$ cat config.mk
export PLATFORM = sky130hd
export DESIGN_NAME = pst_sequencer
export DESIGN_NICKNAME = d
export VERILOG_FILES = /design/src/pst_sequencer.v
export VERILOG_INCLUDE_DIRS = /design/src
export SDC_FILE = /design/constraint.sdc
export NUM_CORES = 1
export LEC_CHECK = 0
export ABC_AREA = 1
export BUFFER_PORTS_ARGS = -buffer_cell sky130_fd_sc_hd__buf_2
export CAP_MARGIN = 0
export CORE_MARGIN = 5
export CORE_UTILIZATION = 60
export CTS_CLUSTER_SIZE = 8
export DETAILED_ROUTE_END_ITERATION = 7
export PLACE_DENSITY = 0.8
export SYNTH_ARGS = -nofsm -noshare
export SYNTH_HDL_FRONTEND = slang
export SYNTH_SLANG_ARGS = --single-unit
$ cat constraint.sdc
create_clock -name clk -period 2.85 [get_ports clk]
set_clock_uncertainty 0.1 [all_clocks]
set_input_delay 0.57 -clock clk [delete_from_list [all_inputs] [get_ports clk]]
set_output_delay 0.57 -clock clk [all_outputs]
set_load 0.02 [all_outputs]
$ cat src/pst_defines.vh
// Constants for the power-up self-test sequencer
`ifndef PST_DEFINES_VH
`define PST_DEFINES_VH
`define PST_NUM_W 6
`define PST_NUM_TESTS 12
`define PST_TEST_FIRST 6'o01
`define PST_TEST_MODEM 6'o05
`define PST_TEST_LAST_HARD 6'o11
`define PST_TEST_SOFT_FIRST 6'o12
`define PST_TEST_MEM 6'o13
`define PST_TEST_LAST 6'o14
`define PST_NUM_ZERO 6'o00
`define PST_NUM_ONE 6'o01
`define PST_ADDR_W 6
`define PST_ADDR_UNPLUGGED 6'o77
`define PST_CLK_KHZ 100000
`define PST_FLASH_MS 10000
`define PST_BLINK_MS 250
`define PST_FLASH_CYCLES (`PST_FLASH_MS * `PST_CLK_KHZ)
`define PST_BLINK_CYCLES (`PST_BLINK_MS * `PST_CLK_KHZ)
`define PST_CNT_W 32
`define PST_CNT_ZERO 32'h0
`define PST_CNT_ONE 32'h1
`endif

$ cat src/pst_sequencer.v
// Power-up self-test sequencer: dispatches numbered tests and reports results
// Notes on behaviour
// - Start at power-up and on host command
// - LEDs show number of running test
// - Hardcore failure loops forever in failing test
// - Softcore error flashes number, reports to host
// - Test 13 memory test runs long
// - Test 1 checks I/O registers, instructions
// - Test 2 checks each ROM by CRC
// - Test 3 checks local RAM data, addressing
// - Test 4 uses serial chip internal loopback
// - Tests 6, 7 check interrupts, shared registers
// - Test 10 checks DMA timeout behaviour
// - Tests 11, 12 check cross-processor interrupts
`include "pst_defines.vh"
module pst_sequencer #(
  parameter [31:0] FLASH_CYCLES = `PST_FLASH_CYCLES,
  parameter [31:0] BLINK_CYCLES = `PST_BLINK_CYCLES
)(
  input wire clk,
  input wire rst_b,
  input wire host_start,
  input wire [`PST_ADDR_W-1:0] station_addr,
  input wire test_done,
  input wire test_fail,
  output reg [`PST_NUM_W-1:0] led_r,
  output reg test_go_r,
  output reg [`PST_NUM_TESTS-1:0] test_sel_r,
  output reg [`PST_NUM_W-1:0] test_num_r,
  output reg scc_loopback_r,
  output reg modem_loop_r,
  output reg busy_r,
  output reg seq_done_r,
  output reg hard_fail_r,
  output reg host_err_valid_r,
  output reg [`PST_NUM_W-1:0] host_err_num_r
);

  localparam [4:0] ST_IDLE = 5'b00001;
  localparam [4:0] ST_ISSUE = 5'b00010;
  localparam [4:0] ST_WAIT = 5'b00100;
  localparam [4:0] ST_FLASH = 5'b01000;
  localparam [4:0] ST_START = 5'b10000;

  reg [4:0] state_r;
  reg [4:0] state_nxt;
  reg [`PST_NUM_W-1:0] num_nxt;
  reg [`PST_CNT_W-1:0] flash_cnt_r;
  reg [`PST_CNT_W-1:0] flash_cnt_nxt;
  reg [`PST_CNT_W-1:0] blink_cnt_r;
  reg [`PST_CNT_W-1:0] blink_cnt_nxt;
  reg blink_on_r;
  reg blink_on_nxt;
  reg go_nxt;
  reg hard_nxt;
  reg done_nxt;
  reg err_valid_nxt;
  reg [`PST_NUM_W-1:0] err_num_nxt;

  wire is_last = (test_num_r == `PST_TEST_LAST);
  wire is_hard = (test_num_r <= `PST_TEST_LAST_HARD);
  wire unplugged = (station_addr == `PST_ADDR_UNPLUGGED);
  wire [`PST_NUM_W-1:0] num_inc = test_num_r + `PST_NUM_ONE;
  wire [`PST_NUM_W-1:0] sel_idx = test_num_r - `PST_NUM_ONE;
  wire skip_now = (state_r == ST_ISSUE) && (test_num_r == `PST_TEST_MODEM) && !unplugged;

  always @*
  begin
    state_nxt = state_r;
    num_nxt = test_num_r;
    flash_cnt_nxt = flash_cnt_r;
    blink_cnt_nxt = blink_cnt_r;
    blink_on_nxt = blink_on_r;
    go_nxt = 1'b0;
    hard_nxt = hard_fail_r;
    done_nxt = seq_done_r;
    err_valid_nxt = 1'b0;
    err_num_nxt = host_err_num_r;
    case (state_r)
      ST_START:
      begin
        // First state out of reset, so the run needs no command
        num_nxt = `PST_TEST_FIRST;
        hard_nxt = 1'b0;
        done_nxt = 1'b0;
        state_nxt = ST_ISSUE;
      end
      ST_IDLE:
      begin
        if (host_start)
        begin
          state_nxt = ST_START;
        end
      end
      ST_ISSUE:
      begin
        if (test_num_r == `PST_TEST_MODEM && !unplugged)
        begin
          num_nxt = num_inc;
        end
        else
        begin
          go_nxt = 1'b1;
          state_nxt = ST_WAIT;
        end
      end
      ST_WAIT:
      begin
        // Test engines own the test time, including the long memory run
        if (test_done && test_fail && is_hard)
        begin
          // Re-run the same test; the number moves on only if a re-run passes
          hard_nxt = 1'b1;
          state_nxt = ST_ISSUE;
        end
        else if (test_done && test_fail)
        begin
          err_valid_nxt = 1'b1;
          err_num_nxt = test_num_r;
          flash_cnt_nxt = `PST_CNT_ZERO;
          blink_cnt_nxt = `PST_CNT_ZERO;
          blink_on_nxt = 1'b1;
          state_nxt = ST_FLASH;
        end
        else if (test_done && is_last)
        begin
          done_nxt = 1'b1;
          state_nxt = ST_IDLE;
        end
        else if (test_done)
        begin
          num_nxt = num_inc;
          state_nxt = ST_ISSUE;
        end
      end
      ST_FLASH:
      begin
        flash_cnt_nxt = flash_cnt_r + `PST_CNT_ONE;
        if (blink_cnt_r >= BLINK_CYCLES - `PST_CNT_ONE)
        begin
          blink_cnt_nxt = `PST_CNT_ZERO;
          blink_on_nxt = !blink_on_r;
        end
        else
        begin
          blink_cnt_nxt = blink_cnt_r + `PST_CNT_ONE;
        end
        // Softcore errors never stop the run
        if (flash_cnt_r >= FLASH_CYCLES - `PST_CNT_ONE)
        begin
          if (is_last)
          begin
            done_nxt = 1'b1;
            state_nxt = ST_IDLE;
          end
          else
          begin
            num_nxt = num_inc;
            state_nxt = ST_ISSUE;
          end
        end
      end
      default:
      begin
        state_nxt = ST_START;
      end
    endcase
  end

  always @(posedge clk or negedge rst_b)
  begin
    if (!rst_b)
    begin
      state_r <= ST_START;
      test_num_r <= `PST_NUM_ZERO;
      flash_cnt_r <= `PST_CNT_ZERO;
      blink_cnt_r <= `PST_CNT_ZERO;
      blink_on_r <= 1'b0;
      test_go_r <= 1'b0;
      hard_fail_r <= 1'b0;
      seq_done_r <= 1'b0;
      host_err_valid_r <= 1'b0;
      host_err_num_r <= `PST_NUM_ZERO;
    end
    else
    begin
      state_r <= state_nxt;
      test_num_r <= num_nxt;
      flash_cnt_r <= flash_cnt_nxt;
      blink_cnt_r <= blink_cnt_nxt;
      blink_on_r <= blink_on_nxt;
      test_go_r <= go_nxt;
      hard_fail_r <= hard_nxt;
      seq_done_r <= done_nxt;
      host_err_valid_r <= err_valid_nxt;
      host_err_num_r <= err_num_nxt;
    end
  end

  // Engine select and test-specific modes, registered from the current number
  always @(posedge clk or negedge rst_b)
  begin
    if (!rst_b)
    begin
      test_sel_r <= {`PST_NUM_TESTS{1'b0}};
      scc_loopback_r <= 1'b0;
      modem_loop_r <= 1'b0;
      busy_r <= 1'b0;
      led_r <= `PST_NUM_ZERO;
    end
    else
    begin
      busy_r <= (state_nxt != ST_IDLE);
      if (skip_now)
      begin
        // Skipped test never shows its number or selects its engine
        modem_loop_r <= 1'b0;
      end
      else if (state_nxt == ST_ISSUE || state_nxt == ST_WAIT)
      begin
        // One engine per bit: I/O+CPU, ROM CRC, RAM, serial, modem,
        // interrupts, shared regs, DMA timeout, host irq, boot, memory, CPU
        test_sel_r <= {{(`PST_NUM_TESTS-1){1'b0}}, 1'b1} << sel_idx;
        scc_loopback_r <= (test_num_r == `PST_TEST_MODEM - `PST_NUM_ONE);
        modem_loop_r <= (test_num_r == `PST_TEST_MODEM) && unplugged;
        led_r <= test_num_r;
      end
      else if (state_nxt == ST_FLASH)
      begin
        test_sel_r <= {`PST_NUM_TESTS{1'b0}};
        scc_loopback_r <= 1'b0;
        modem_loop_r <= 1'b0;
        led_r <= blink_on_nxt ? test_num_r : `PST_NUM_ZERO;
      end
      else
      begin
        test_sel_r <= {`PST_NUM_TESTS{1'b0}};
        scc_loopback_r <= 1'b0;
        modem_loop_r <= 1'b0;
        led_r <= `PST_NUM_ZERO;
      end
    end
  end

endmodule

==> flow_summary.json <==
{
  "status": "complete, no violations",
  "final_cell_mix": "nand2_1 (165), dfrtp_1 (106), inv_1 (92)",
  "fin_ws_ps": 130,
  "hold_path.class": "primary input to asynchronous set/reset pin",
  "cts_hold_buffers": 0,
  "critPathRequiredTime_ps": 3040,
  "worstSetupPathType": "flip-flop to flip-flop",
  "cts_buffers": 9,
  "chipWidth_um": 108,
  "tightestPinTransition_ps": 640,
  "clk-insertion-delay-late_ps": 390,
  "cts_tree": "done",
  "place_congestion": 0.968,
  "synth_edf_count": 0,
  "layout-drive-gt1-share": 0.136,
  "maxCapViolations": 0,
  "grt_overflow": 0,
  "synth-warning-count": 0,
  "dpl_worst_slack_ps": 178,
  "cts_max_path_buffers": 2,
  "timing.final.crit_share": 0.954,
  "grt_max_degree": 51,
  "root_buffer": "clkbuf_8",
  "antenna_found_initial": 0,
  "coreArea_mm2": 0.00928,
  "peakVddDrop_v": 0.000513,
  "start_util": 0.618,
  "rsz0062_at_grt": "yes",
  "leakage_nw": 3.34,
  "antenna_cells": 0,
  "die_area_mm2": 0.0116,
  "final.setup.tns_ps": 0,
  "finalSetupViolCount": 0,
  "cellPowerDensity_mw_per_mm2": 577,
  "post_drt_wl_per_cell_um": 14.2,
  "synth_top_area_share": 0.463,
  "max_stage_delay_ps": 470,
  "vias": 4962,
  "grt_pass1_wl_um": 22700,
  "boundaryPins": 48,
  "synth_nets": 744,
  "cp_top_family": "simple AND/OR/NAND/NOR gates",
  "clk_pin_slew_ps": 110,
  "finalPower_mw": 3.65,
  "htree_num_levels": 3,
  "wl_um": 13000,
  "timing.final.hold_violations": 0,
  "crit_path_top_delay_cell": "dfrtp_1",
  "syn_area_mm2": 0.00573,
  "cp_cell_sequence": "inv_1 > ha_1 > nand2_1 > o211ai_1 > nand2_1 > nand2_1 > nand2_2 > clkinvlp_4 > buf_4 > nor3_1 > nand2_1 > a211oi_1",
  "fin_crit_ps": 2720,
  "start_kind": "flip-flop",
  "cpMostUsedCell": "nand2_1",
  "grt_pass1_vias": 4969,
  "maxSlewViolCount": 0,
  "yosysSeqAreaShare": 0.467,
  "area_delta_synth_final_pct": 10.2,
  "die_y_um": 108,
  "rows": 35,
  "fin_nets": 796,
  "crit_path_max_fanout": 19,
  "endpoint_kind": "flip-flop",
  "synthCells": 727,
  "synth_cell_type_count": 46,
  "vias_per_cell": 5.43,
  "numClockSinks": 107,
  "worstPathArrival_ps": 2910,
  "hpwl_um": 9600,
  "yosys-top-cells-area": "dfrtp_1 (46%), nand2_1 (11%), inv_1 (6.2%)",
  "crit_buf_inv": 3,
  "final_common_cell": "nand2_1",
  "fmax_mhz": 368,
  "fill_cells": 781,
  "synth-seq-cells": 107,
  "relSlewSlack": 0.573,
  "synthArstFlopShare": 1.00,
  "drc": 0,
  "synthFlopType": "dfrtp_1",
  "firstDrtPassIters": 5,
  "grtUsageTotal": 0.242,
  "drtIter0Drc": 278,
  "drtAntennaViolNets": 0,
  "portBuffers": 47,
  "synth_area_per_cell_um2": 7.89,
  "synth_area_leader_cell": "dfrtp_1"
}
-- stage by stage --
step / cells / area, um2 / util / hold slack, ps
after floorplan: 727 / 5730 / - / 174
after global placement: 893 / 6090 / 0.656 / 360
after detailed placement: 893 / 6090 / 0.656 / 361
after CTS: 909 / 6280 / 0.676 / 109
after global routing: 913 / 6320 / 0.681 / 143
final: 913 / 6320 / 0.681 / 93.6
-- synth_stat cells, drive strengths merged, types with 4 or more instances --
cell type and count:
nand4 15, o22ai 7, o21ai 45, ha 6, nor2 86, buf 15
nand2 170, nor3 48, a21oi 29, nor4 8, dfrtp 106, xor2 23
nand3 35, a211oi 6, o21a 4, inv 100
-- flip-flops by register name, summed over array words and instances (netlist names) --
| signal | flops |
|---|---|
| modem_loop_r | 1 |
| state_r | 5 |
| busy_r | 1 |
| host_err_num_r | 6 |
| hard_fail_r | 1 |
| blink_on_r | 1 |
| host_err_valid_r | 1 |
| blink_cnt_r | 32 |
| scc_loopback_r | 1 |
| test_sel_r | 12 |
| test_num_r | 6 |
| led_r | 6 |
| test_go_r | 1 |
| flash_cnt_r | 32 |
| seq_done_r | 1 |
-- where the power goes --
group | internal (mW) | switching [mW]
logic | 0.310 | 0.734
registers | 1.62 | 0.0847
clock network | 0.338 | 0.564
total | 2.27 | 1.38
-- path summary, 6_finish.rpt --
path	startpoint	end	cells past startpoint	slack, ps
max	test_num_r[0]	blink_cnt_r[9]	12	130
min	rst_b	flash_cnt_r[14]	1	90
max reg2reg	test_num_r[0]	blink_cnt_r[9]	12	130
min reg2reg	test_sel_r[0]	test_sel_r[0]	2	380
max in group asynchronous	rst_b	state_r[1]	2	1790
min in group clk	test_sel_r[0]	test_sel_r[0]	2	380
-- kinds of logic after synthesis --
logic type      share of synthesized area
mux                               0.00175
xor+xnor                           0.0397
flops                               0.467
buf+inv                            0.0864
simple gates                        0.293
fa+ha+maj                          0.0131
compound gates                     0.0984
-- repair_timing --
item	CTS	global route
hold endpoints to repair	0	0
resized for setup	0	5
endpoints found under the setup margin	0	31
setup buffers	0	3
-- area by class of cell --
type | instances | area (um2) | area share
Clock inverter | 6 | 58.8 | 0.00930
Timing Repair inverter | 1 | 7.51 | 0.00119
Multi-Input combinational cell | 501 | 2560 | 0.406
Tap cell | 129 | 161 | 0.0255
Timing Repair Buffer | 58 | 333 | 0.0527
Clock buffer | 10 | 128 | 0.0202
Inverter | 101 | 389 | 0.0616
Sequential cell | 107 | 2680 | 0.424
-- routing by layer --
metal,vias up,routed length (um),GRT usage
met1,2337,5700,0.309
li1,2456,-,-
met2,152,6420,0.410
met4,0,176,0.0739
met5,-,0,0
met3,17,698,0.0558
(Power assumes the default switching activity.)
